<file path="config.mk">
export PLATFORM = sky130hd
export DESIGN_NAME = fdx_chain_ctrl
export DESIGN_NICKNAME = d
export VERILOG_FILES = /design/src/pkg/fdx_pkg.sv /design/src/rtl/fdx_chain_ctrl.sv /design/src/rtl/fdx_clk_div.sv /design/src/rtl/fdx_flag_combine.sv
export SDC_FILE = /design/constraint.sdc
export NUM_CORES = 1
export LEC_CHECK = 0
export BUFFER_PORTS_ARGS = -buffer_cell sky130_fd_sc_hd__buf_2
export CAP_MARGIN = 20
export CORE_MARGIN = 1.5
export CORE_UTILIZATION = 51
export DETAILED_ROUTE_END_ITERATION = 6
export PLACE_DENSITY_LB_ADDON = 0.2
export SETUP_SLACK_MARGIN = 0.3
export SLEW_MARGIN = 20
export SYNTH_ARGS = -nofsm -noshare
export SYNTH_HDL_FRONTEND = slang
export SYNTH_HIERARCHICAL = 1
export SYNTH_SLANG_ARGS = --single-unit
export TNS_END_PERCENT = 30
</file>
<file path="constraint.sdc">
create_clock -name CLOCK -period 3.2 [get_ports CLOCK]
set_input_delay 0.16 -clock CLOCK [delete_from_list [all_inputs] [get_ports CLOCK]]
set_output_delay 0.16 -clock CLOCK [all_outputs]
set_load 0.01 [all_outputs]
</file>
<file path="src/pkg/fdx_pkg.sv">
package fdx_pkg;

   // controller sequencing states, one-hot
   typedef enum logic [3:0] {
      ST_IDLE   = 4'h1,
      ST_RESET  = 4'h2,
      ST_SETTLE = 4'h4,
      ST_RUN    = 4'h8
   } fdx_state_type;

   // how the attached devices are wired
   typedef enum logic [1:0] {
      MODE_SINGLE = 2'h0,
      MODE_WIDTH  = 2'h1,
      MODE_DAISY  = 2'h2,
      MODE_SERIES = 2'h3
   } fdx_mode_type;

   localparam int CLK_PERIOD_NS = 100;
   localparam int RESET_HOLD_NS = 1000;
   localparam int SETTLE_NS = 500;
   // least times, rounded up to whole cycles
   localparam int RESET_HOLD_CYC = (RESET_HOLD_NS + CLK_PERIOD_NS - 1) / CLK_PERIOD_NS;
   localparam int SETTLE_CYC = (SETTLE_NS + CLK_PERIOD_NS - 1) / CLK_PERIOD_NS;
   localparam int SEQ_CNT_W = 8;
   localparam int DIV_CNT_W = 8;

   // strap order is first_in_chain_select, read_token_in, write_token_in
   localparam logic [2:0] STRAP_SINGLE = 3'h0;
   localparam logic RST_OFFSET_LOAD_N = 1'h1;
   localparam logic RST_ENABLE_N = 1'h1;

endpackage

</file>
<file path="src/rtl/fdx_chain_ctrl.sv">
// Function
// daisy chain: first device select held low
// all other devices select held high
// write token out feeds next write token in
// read token out feeds next read token in
// one shared offset load line
// half full unavailable in daisy chain
// composite flags ORed; almost flags approximate
// daisy devices: single-buffered, async partial flags
// series: data out feeds next data in
// series chain acts as one summed FIFO
// series: fall-through selected at master reset
// read clocks run continuously
// word present drives output ready low
// first word ripple equals summed delays
// only first word sees ripple delay
// freed slot drives input ready low
// bubble-up delay equals summed delays
// transfer clock from faster of write/read
// width: never tie device outputs together
// single-device straps sampled at reset
// width: gate empty flags, gate full flags
// series: ready lines drive neighbour enables
`timescale 1ns/1ps
module fdx_chain_ctrl #(
   parameter int N_DEV = 3,
   parameter int DATA_W = 18,
   parameter int WCLK_HALF = 1,
   parameter int RCLK_HALF = 1
) (
   input wire logic CLOCK,
   input wire logic RESET_N,
   input wire logic [1:0] MODE,
   input wire logic START,
   output logic BUSY,
   input wire logic WR_VALID,
   input wire logic [DATA_W-1:0] WR_DATA,
   output logic WR_READY,
   input wire logic RD_REQ,
   output logic RD_VALID,
   output logic [DATA_W-1:0] RD_DATA,
   output logic EMPTY,
   output logic FULL,
   output logic ALMOST_EMPTY,
   output logic ALMOST_FULL,
   output logic HALF_FULL,
   output logic DEV_MRS_N,
   output logic DEV_FALL_THROUGH_MODE,
   output logic DEV_OFFSET_LOAD_N,
   output logic [N_DEV-1:0] DEV_FIRST_IN_CHAIN_SELECT,
   output logic [N_DEV-1:0] DEV_WRITE_TOKEN_IN,
   output logic [N_DEV-1:0] DEV_READ_TOKEN_IN,
   input wire logic [N_DEV-1:0] DEV_WRITE_TOKEN_OUT,
   input wire logic [N_DEV-1:0] DEV_READ_TOKEN_OUT,
   output logic DEV_WCLK,
   output logic DEV_RCLK,
   output logic DEV_XFER_CLK,
   output logic [N_DEV-1:0] DEV_WEN_N,
   output logic [N_DEV-1:0] DEV_REN_N,
   output logic [DATA_W-1:0] DEV_D,
   input wire logic [DATA_W-1:0] DEV_Q,
   input wire logic [N_DEV-1:0] DEV_EMPTY_FLAG_N,
   input wire logic [N_DEV-1:0] DEV_FULL_FLAG_N,
   input wire logic [N_DEV-1:0] DEV_ALMOST_EMPTY_FLAG_N,
   input wire logic [N_DEV-1:0] DEV_ALMOST_FULL_FLAG_N,
   input wire logic [N_DEV-1:0] DEV_HALF_FULL_FLAG_N
);

   localparam bit XFER_FROM_W = (WCLK_HALF <= RCLK_HALF);

   fdx_pkg::fdx_state_type state_q;
   fdx_pkg::fdx_mode_type mode_q;
   logic [fdx_pkg::SEQ_CNT_W-1:0] seq_cnt_q;
   logic w_clk, w_fall;
   logic r_clk, r_fall;
   logic x_fall;
   logic ef_any, ef_all, ff_any, ff_all;
   logic pae_any, pae_all, paf_any, paf_all;
   logic running, fall_through_mode, series;
   logic avail, room;
   logic wr_take, rd_take;
   logic rd_pend_q;

   // device clocks; the read clock never stops
   fdx_clk_div #(.HALF(WCLK_HALF)) u_wdiv (
      .clk(CLOCK),
      .rst_n(RESET_N),
      .clk_out(w_clk),
      .rise_tick(),
      .fall_tick(w_fall)
   );

   fdx_clk_div #(.HALF(RCLK_HALF)) u_rdiv (
      .clk(CLOCK),
      .rst_n(RESET_N),
      .clk_out(r_clk),
      .rise_tick(),
      .fall_tick(r_fall)
   );

   assign DEV_WCLK = w_clk;
   assign DEV_RCLK = r_clk;
   assign DEV_XFER_CLK = XFER_FROM_W ? w_clk : r_clk;
   assign x_fall = XFER_FROM_W ? w_fall : r_fall;

   fdx_flag_combine #(.N(N_DEV)) u_ef (
      .flags(DEV_EMPTY_FLAG_N),
      .any_high(ef_any),
      .all_high(ef_all)
   );

   fdx_flag_combine #(.N(N_DEV)) u_ff (
      .flags(DEV_FULL_FLAG_N),
      .any_high(ff_any),
      .all_high(ff_all)
   );

   fdx_flag_combine #(.N(N_DEV)) u_pae (
      .flags(DEV_ALMOST_EMPTY_FLAG_N),
      .any_high(pae_any),
      .all_high(pae_all)
   );

   fdx_flag_combine #(.N(N_DEV)) u_paf (
      .flags(DEV_ALMOST_FULL_FLAG_N),
      .any_high(paf_any),
      .all_high(paf_all)
   );

   assign running = (state_q == fdx_pkg::ST_RUN);
   assign series = (mode_q == fdx_pkg::MODE_SERIES);
   assign fall_through_mode = series;

   // word available at the read end, room at the write end
   always_comb begin
      unique case (mode_q)
         fdx_pkg::MODE_SINGLE: begin
            avail = DEV_EMPTY_FLAG_N[0];
            room = DEV_FULL_FLAG_N[0];
         end
         fdx_pkg::MODE_WIDTH: begin
            avail = ef_all;
            room = ff_all;
         end
         fdx_pkg::MODE_DAISY: begin
            avail = ef_any;
            room = ff_any;
         end
         fdx_pkg::MODE_SERIES: begin
            avail = ~DEV_EMPTY_FLAG_N[N_DEV-1];
            room = ~DEV_FULL_FLAG_N[0];
         end
      endcase
   end

   assign wr_take = running & w_fall & WR_VALID & room;
   assign rd_take = running & r_fall & RD_REQ & avail;

   // master reset sequencer
   always_ff @(posedge CLOCK or negedge RESET_N) begin
      if (!RESET_N) begin
         state_q <= fdx_pkg::ST_IDLE;
         mode_q <= fdx_pkg::MODE_SINGLE;
         seq_cnt_q <= '0;
      end else begin
         unique case (state_q)
            fdx_pkg::ST_IDLE, fdx_pkg::ST_RUN: begin
               if (START) begin
                  state_q <= fdx_pkg::ST_RESET;
                  mode_q <= fdx_pkg::fdx_mode_type'(MODE);
                  seq_cnt_q <= fdx_pkg::SEQ_CNT_W'(fdx_pkg::RESET_HOLD_CYC - 1);
               end
            end
            fdx_pkg::ST_RESET: begin
               if (seq_cnt_q == '0) begin
                  state_q <= fdx_pkg::ST_SETTLE;
                  seq_cnt_q <= fdx_pkg::SEQ_CNT_W'(fdx_pkg::SETTLE_CYC - 1);
               end else begin
                  seq_cnt_q <= seq_cnt_q - 1'h1;
               end
            end
            fdx_pkg::ST_SETTLE: begin
               if (seq_cnt_q == '0) begin
                  state_q <= fdx_pkg::ST_RUN;
               end else begin
                  seq_cnt_q <= seq_cnt_q - 1'h1;
               end
            end
            default: begin
               state_q <= fdx_pkg::ST_IDLE;
            end
         endcase
      end
   end

   // reset line, mode pin and shared offset load
   always_ff @(posedge CLOCK or negedge RESET_N) begin
      if (!RESET_N) begin
         DEV_MRS_N <= 1'h0;
         DEV_FALL_THROUGH_MODE <= 1'h0;
         DEV_OFFSET_LOAD_N <= fdx_pkg::RST_OFFSET_LOAD_N;
         BUSY <= 1'h1;
      end else begin
         DEV_MRS_N <= (state_q != fdx_pkg::ST_RESET);
         DEV_FALL_THROUGH_MODE <= series;
         DEV_OFFSET_LOAD_N <= fdx_pkg::RST_OFFSET_LOAD_N;
         BUSY <= ~running;
      end
   end

   // straps and token routing
   always_ff @(posedge CLOCK or negedge RESET_N) begin
      if (!RESET_N) begin
         DEV_FIRST_IN_CHAIN_SELECT <= '0;
         DEV_WRITE_TOKEN_IN <= '0;
         DEV_READ_TOKEN_IN <= '0;
      end else begin
         for (int i = 0; i < N_DEV; i++) begin
            if (mode_q == fdx_pkg::MODE_DAISY) begin
               DEV_FIRST_IN_CHAIN_SELECT[i] <= (i != 0);
               DEV_WRITE_TOKEN_IN[i] <= DEV_WRITE_TOKEN_OUT[(i + N_DEV - 1) % N_DEV];
               DEV_READ_TOKEN_IN[i] <= DEV_READ_TOKEN_OUT[(i + N_DEV - 1) % N_DEV];
            end else begin
               DEV_FIRST_IN_CHAIN_SELECT[i] <= fdx_pkg::STRAP_SINGLE[2];
               DEV_READ_TOKEN_IN[i] <= fdx_pkg::STRAP_SINGLE[1];
               DEV_WRITE_TOKEN_IN[i] <= fdx_pkg::STRAP_SINGLE[0];
            end
         end
      end
   end

   // write enables: user word at the head, ready lines inside a series chain
   always_ff @(posedge CLOCK or negedge RESET_N) begin
      if (!RESET_N) begin
         DEV_WEN_N <= {N_DEV{fdx_pkg::RST_ENABLE_N}};
      end else begin
         for (int i = 0; i < N_DEV; i++) begin
            if (!running) begin
               DEV_WEN_N[i] <= fdx_pkg::RST_ENABLE_N;
            end else if (series && i != 0) begin
               if (x_fall) begin
                  DEV_WEN_N[i] <= DEV_EMPTY_FLAG_N[i-1];
               end
            end else if (mode_q == fdx_pkg::MODE_SINGLE && i != 0) begin
               DEV_WEN_N[i] <= fdx_pkg::RST_ENABLE_N;
            end else if (w_fall) begin
               DEV_WEN_N[i] <= ~(WR_VALID & room);
            end
         end
      end
   end

   // read enables: user request at the tail, ready lines inside a series chain
   always_ff @(posedge CLOCK or negedge RESET_N) begin
      if (!RESET_N) begin
         DEV_REN_N <= {N_DEV{fdx_pkg::RST_ENABLE_N}};
      end else begin
         for (int i = 0; i < N_DEV; i++) begin
            if (!running) begin
               DEV_REN_N[i] <= fdx_pkg::RST_ENABLE_N;
            end else if (series && i != N_DEV - 1) begin
               if (x_fall) begin
                  DEV_REN_N[i] <= DEV_FULL_FLAG_N[i+1];
               end
            end else if (mode_q == fdx_pkg::MODE_SINGLE && i != 0) begin
               DEV_REN_N[i] <= fdx_pkg::RST_ENABLE_N;
            end else if (r_fall) begin
               DEV_REN_N[i] <= ~(RD_REQ & avail);
            end
         end
      end
   end

   // write data, one word per write clock
   always_ff @(posedge CLOCK or negedge RESET_N) begin
      if (!RESET_N) begin
         DEV_D <= '0;
         WR_READY <= 1'h0;
      end else begin
         WR_READY <= wr_take;
         if (wr_take) begin
            DEV_D <= WR_DATA;
         end
      end
   end

   // read data: fall-through shows the word before the read, standard after
   always_ff @(posedge CLOCK or negedge RESET_N) begin
      if (!RESET_N) begin
         rd_pend_q <= 1'h0;
         RD_VALID <= 1'h0;
         RD_DATA <= '0;
      end else begin
         RD_VALID <= 1'h0;
         if (r_fall) begin
            rd_pend_q <= rd_take & ~fall_through_mode;
         end
         if (fall_through_mode && rd_take) begin
            RD_DATA <= DEV_Q;
            RD_VALID <= 1'h1;
         end else if (!fall_through_mode && r_fall && rd_pend_q) begin
            RD_DATA <= DEV_Q;
            RD_VALID <= 1'h1;
         end
      end
   end

   // composite status
   always_ff @(posedge CLOCK or negedge RESET_N) begin
      if (!RESET_N) begin
         EMPTY <= 1'h1;
         FULL <= 1'h0;
         ALMOST_EMPTY <= 1'h1;
         ALMOST_FULL <= 1'h0;
         HALF_FULL <= 1'h0;
      end else begin
         EMPTY <= ~avail;
         FULL <= ~room;
         unique case (mode_q)
            fdx_pkg::MODE_DAISY: begin
               ALMOST_EMPTY <= ~pae_any;
               ALMOST_FULL <= ~paf_any;
               HALF_FULL <= 1'h0;
            end
            fdx_pkg::MODE_SERIES: begin
               ALMOST_EMPTY <= ~DEV_ALMOST_EMPTY_FLAG_N[N_DEV-1];
               ALMOST_FULL <= ~DEV_ALMOST_FULL_FLAG_N[0];
               HALF_FULL <= ~DEV_HALF_FULL_FLAG_N[0];
            end
            fdx_pkg::MODE_WIDTH: begin
               ALMOST_EMPTY <= ~pae_all;
               ALMOST_FULL <= ~paf_all;
               HALF_FULL <= ~DEV_HALF_FULL_FLAG_N[0];
            end
            fdx_pkg::MODE_SINGLE: begin
               ALMOST_EMPTY <= ~DEV_ALMOST_EMPTY_FLAG_N[0];
               ALMOST_FULL <= ~DEV_ALMOST_FULL_FLAG_N[0];
               HALF_FULL <= ~DEV_HALF_FULL_FLAG_N[0];
            end
         endcase
      end
   end

endmodule // fdx_chain_ctrl

</file>
<file path="src/rtl/fdx_clk_div.sv">
`timescale 1ns/1ps
module fdx_clk_div #(
   parameter int HALF = 1
) (
   input wire logic clk,
   input wire logic rst_n,
   output logic clk_out,
   output logic rise_tick,
   output logic fall_tick
);

   logic [fdx_pkg::DIV_CNT_W-1:0] cnt_q;
   logic wrap;

   assign wrap = (cnt_q == fdx_pkg::DIV_CNT_W'(HALF - 1));
   assign rise_tick = wrap & ~clk_out;
   assign fall_tick = wrap & clk_out;

   // free-running, never gated
   always_ff @(posedge clk or negedge rst_n) begin
      if (!rst_n) begin
         cnt_q <= '0;
         clk_out <= 1'h0;
      end else if (wrap) begin
         cnt_q <= '0;
         clk_out <= ~clk_out;
      end else begin
         cnt_q <= cnt_q + 1'h1;
      end
   end

endmodule // fdx_clk_div

</file>
<file path="src/rtl/fdx_flag_combine.sv">
`timescale 1ns/1ps
module fdx_flag_combine #(
   parameter int N = 3
) (
   input wire logic [N-1:0] flags,
   output logic any_high,
   output logic all_high
);

   assign any_high = |flags;
   assign all_high = &flags;

endmodule // fdx_flag_combine

</file>
-- Word-level counts from Yosys, hierarchy flattened
Index checks and enable logic that the tools add are counted.
- output and inout port bits: 65
- memories: 0
- memory bits (writable): 0
- register bits: 92
- ROM bits: 0
- input bits: 64
- bits in latches: 0
- reduce and logical (&&, ||, !) cells: 27
- equal/unequal tests: 18
- add/sub/neg operators: 3
- magnitude comparators: 0
- muxes and demuxes: 44
- multiply operators: 0
- divide/modulo/power cells: 0
- shift operators: 0
- bitwise logic cells: 29
- operator list (operator ; count):
    8-bit 2-to-1 mux ; 5
    18-bit 2-to-1 mux ; 2
    1-bit 2-to-1 mux ; 27
    8-bit zero test ; 3
    8-bit one-hot mux with 3 select lines ; 1
    1-bit inverter ; 18
    3-bit AND reduction ; 6
    8-bit by 1-bit adder with 8-bit output, second input constant ; 2
    3-bit OR reduction ; 5
    4-bit 2-to-1 mux ; 3
    1-bit one-hot mux with 4 select lines ; 3
    4-bit one-hot mux with 3 select lines ; 1
    1-bit bitwise AND ; 11
    2-bit inequality test, second input constant ; 5
    3-bit by 2-bit inequality test with 1-bit output, second input constant ; 3
    4-bit by 2-bit inequality test with 1-bit output, second input constant ; 2
    2-bit AND reduction ; 4
    8-bit by 1-bit subtractor with 8-bit output, second input constant ; 1
    2-bit == test, second input constant ; 2
    4-bit by 1-bit == test with 1-bit output, second input constant ; 1
    4-bit by 2-bit == test with 1-bit output, second input constant ; 1
    4-bit by 3-bit == test with 1-bit output, second input constant ; 1
    4-bit == test, second input constant ; 1
    2-bit OR reduction ; 2
    9 further kinds ; 11

-- Longest topological paths before layout
- depth in word-level cells: 8
- depth in mapped cells: 10
- depth with buffers taken out: 9

-- Cells and area by module
The synthesis kept the hierarchy.
- by module, submodules not included (module ; instances ; sequential area each (um^2) ; area an instance (um^2) ; cells an instance):
    fdx_chain_ctrl ; 1 ; 1864.3 ; 3328.2 ; 262
    fdx_clk_div ; 2 ; 225.2 ; 417.9 ; 34
    fdx_flag_combine ; 4 ; 0.0 ; 13.8 ; 2

-- Least setup slack after synthesis
No wires, ideal clock.
- path kind: reg-to-reg
- start point: register u_wdiv/cnt_q[0] in the netlist's numbering
- end point: register DEV_D[17]
- cell stages (with the launch flop): 11
- arrival time: 2513 ps
- clock period less this slack: 2638 ps
- data required time: 3075 ps
- library setup time: 125 ps
- setup slack: 562 ps
- cell sequence: dfrtp_1 > inv_1 > ha_1 > or4b_4 > nor4_4 > and2_1 > clkbuf_1 > nand2_1 > or3_4 > buf_6 > mux2_4
- cells in the longest elaborated chain, start to end: 5
- ends and longest elaborated chain (element ; RTL line ; RTL):
    start, declared ; fdx_clk_div.sv:12 ; logic [fdx_pkg::DIV_CNT_W-1:0] cnt_q;
    start signal, assigned ; fdx_clk_div.sv:28 ; cnt_q <= cnt_q + 1'h1;
    8-bit zero test ; fdx_clk_div.sv:15 ; assign wrap = (cnt_q == fdx_pkg::DIV_CNT_W'(HALF - 1));
    1-bit bitwise AND ; fdx_clk_div.sv:17 ; assign fall_tick = wrap & clk_out;
    named net w_fall ; fdx_chain_ctrl.sv:74 ; logic w_clk, w_fall;
    1-bit bitwise AND (3 in series) ; fdx_chain_ctrl.sv:156 ; assign wr_take = running & w_fall & WR_VALID & room;
    end signal, assigned ; fdx_chain_ctrl.sv:277 ; DEV_D <= '0;
    end signal, assigned ; fdx_chain_ctrl.sv:282 ; DEV_D <= WR_DATA;
    end, declared ; fdx_chain_ctrl.sv:60 ; output logic [DATA_W-1:0] DEV_D,
The timed path passes the listed nets, and every way through them passes these cells.
A chain may end at the register's enable or synchronous reset.

-- Final worst setup path
- start point: register u_rdiv/cnt_q[0] in the netlist's numbering
- end point: register RD_DATA[6]
- cells in the longest elaborated chain, start to end: 7
- ends and longest elaborated chain (element ; RTL line ; RTL):
    start, declared ; fdx_clk_div.sv:12 ;
    start signal, assigned ; fdx_clk_div.sv:28 ;
    8-bit zero test (*) ; fdx_clk_div.sv:15 ;
    1-bit bitwise AND (*) ; fdx_clk_div.sv:17 ;
    named net r_fall ; fdx_chain_ctrl.sv:75 ; logic r_clk, r_fall;
    1-bit bitwise AND (3 in series) ; fdx_chain_ctrl.sv:157 ; assign rd_take = running & r_fall & RD_REQ & avail;
    1-bit logical AND ; fdx_chain_ctrl.sv:298 ; if (fall_through_mode && rd_take) begin
    18-bit 2-to-1 mux or 2-bit nonzero test (tied branches) ; - ;
    end signal, assigned ; fdx_chain_ctrl.sv:292 ; RD_DATA <= '0;
    end signal, assigned ; fdx_chain_ctrl.sv:299 ; RD_DATA <= DEV_Q;
    end signal, assigned ; fdx_chain_ctrl.sv:302 ; RD_DATA <= DEV_Q;
    end, declared ; fdx_chain_ctrl.sv:41 ; output logic [DATA_W-1:0] RD_DATA,
Mark *: on every way through the listed nets, which the timed path passes. The rest lies on a longest branch.

==> impl_results.md <==
- Post-CTS setup buffer count: 0
- Placement Cell Area: 4880 sq um
- Final Util: about 65%
- Arrival time at the worst endpoint: 2.95 ns
- Layout cells sized above 1: approximately 45%
- Row count: 32
- Residual DRC: 0
- DIE AREA: 8800 sq um
- Worst Hold Class: in -> reg
- Clock root cell: clkbuf_8
- RSZ-0062 raised after global routing: false
- Clk pwr share: 25.9%
- Synthesized Nets: 410
- Clock transition at path regs: approximately 0.090 ns
- Skew-Pair Late Insertion Delay: roughly 0.36 ns
- Core Area: 7850 sq um
- Die Wd: 93.8 um
- Post-DR wirelength/cell: 14.8 um
- Pre-antenna DRT Iters: 4
- Diode count: 0
- Combinational power share: 25.1%
- Final period util: 84.5%
- Worst rel slew slack: between 60% and 70%
- Leakage: 0.00269 uW
- Maximum vdd ir drop: 0.292 mV
- Vias per cell: 5.21
- NumNets Final: 538
- Worst slew pin tran: 0.598 ns
- Crit path time final: 2.71 ns
- Crit. End Element: flip-flop
- Initial core utilization: 53.6%
- CTS Sinks: 92
- Clock buffer depth: 2
- Synthesis-to-finish area growth: 21.9%
- Fin area: 5130 sq um
- CTS tree: built
- # H-tree levels: 3
- Cell Pwr Density: 556 nW/um^2
- Worst path required time: 3.45 ns
- Syn Area/Cell: 12.5 sq um
- GR Overflow Total: 0
- Pins Over Slew Limit: 0
- Post-DP HPWL: 6300 um
- Vias in the first global route: 3023
- Sw Ratio: 32.7%
- Internal power: about 1900 uW
- Yosys warnings: 6
- Crit Path Class: reg -> reg
- First-pass GRT wire length: 13900 um
- Hold Fails Final Rpt: 0
- IO Port Bufs: 124
- Hold_buf cts: 4
- Psw: 933 uW
- Startpoint types: flip-flop
- Clk_skew: just over 0.01 ns
- Initial DRC Count: 116
- Vias post-DR: 2974
- Crit Path Max Fanout: 15
- Mapped cell area: approximately 4200 sq um
- Setup violations, final: 0
- Flop pwr share: 49.0%
- Setup TNS: 0 ns
- Initial antenna violation count: 0
- Status: finished clean
- Mapped Cells: 336
- Die height: ~94 um
- # Max-Cap Violations: 0
- DRT antenna net count: 0
- Largest net degree at the start of global routing: 49
- Fmax: 0.370 GHz
- I/O pin total: 129
- Post-CTS resize count: 0
- Tot GR Track Use: 20.4%
- Routability cong.: 0.826
- CTS buffer count: 9
- Final wirelength: ~8400 um
## per-layer routing
layer,vias up,GRT usage (%),wire (um)
li1,1416,-,-
met1,1469,25.0,3570
met2,76,35.3,4290
met3,13,3.96,465
met4,0,8.21,123
met5,-,0,0
## stage by stage
stage	setup WS (ns)	std cells	hold WS [ns]	total power, uW
4_1_cts	0.399	570	0.00176	2880
3_5_place_dp	0.412	550	0.207	2130
3_3_place_gp	0.463	550	0.198	2100
6_report	0.495	571	0.0147	2850
5_1_grt	0.350	571	0.00103	3040
2_1_floorplan	0.578	336	-0.136	1890
## state kept, by name, summed over array words and instances (netlist names), 2 cells and up
register,count
DEV_D,18
RD_DATA,18
seq_cnt_q,8
u_rdiv/cnt_q,8
u_wdiv/cnt_q,8
state_q,4
DEV_READ_TOKEN_IN,3
DEV_REN_N,3
DEV_WEN_N,3
DEV_WRITE_TOKEN_IN,3
mode_q,2
## power by group through the flow
stage	logic, uW	registers [uW]	clock network (uW)
after CTS	717	1400	765
final	715	1400	738
after global placement	693	1410	0
after global routing	801	1420	818
after floorplan	469	1420	0
after detailed placement	712	1420	0
## final timing paths
| check | start | end | slack (ns) | cells past startpoint |
|---|---|---|---|---|
| worst max-delay path | u_rdiv/cnt_q[0] | RD_DATA[6] | 0.49 | 9 |
| worst min-delay path | DEV_WRITE_TOKEN_OUT[1] | DEV_WRITE_TOKEN_IN[2] | 0.01 | 2 |
| worst max register to register | u_rdiv/cnt_q[0] | RD_DATA[6] | 0.49 | 9 |
| worst min register to register | u_rdiv/cnt_q[7] | u_rdiv/cnt_q[7] | 0.48 | 1 |
| max in group asynchronous | RESET_N | DEV_REN_N[1] | 2.06 | 3 |
| min in group asynchronous | RESET_N | DEV_READ_TOKEN_IN[0] | 0.36 | 2 |
## critical path, cell delays in order (launching register included)
cell and delay, ns:
dfrtp_1 0.45, inv_1 0.08, ha_1 0.13, or4b_4 0.47
nor4_4 0.28, and2_1 0.35, and3_1 0.22, a32oi_2 0.12
buf_6 0.22, mux2_2 0.28
## cell usage in the layout, fill, tap and decap left out, drive strengths merged, types with 3 or more instances in the layout
cell type and n:
nand3 12, ha 10, dfrtp 82, nor2b 5, nand2 8, nand2b 7
o31ai 3, or3 6, o21ai 17, xnor2 14, dlygate4sd3 4, or4b 5
clkbuf 9, a32oi 3, and3 11, nor2 19, nor4 4, clkinv 3
a21oi 8, mux2 39, nor3 5, inv 19, and2 9, buf 128
dfstp 10, o22ai 3
## layout make-up
type	instances	area [sq um]
clock buffer	9	124
clock inverter	7	70.1
fill	659	2720
inverter	16	60.1
multi-input combinational	213	1730
sequential	92	2310
tap	102	128
timing repair buffer	132	697
No activity file was read; power rests on OpenSTA's default activity.
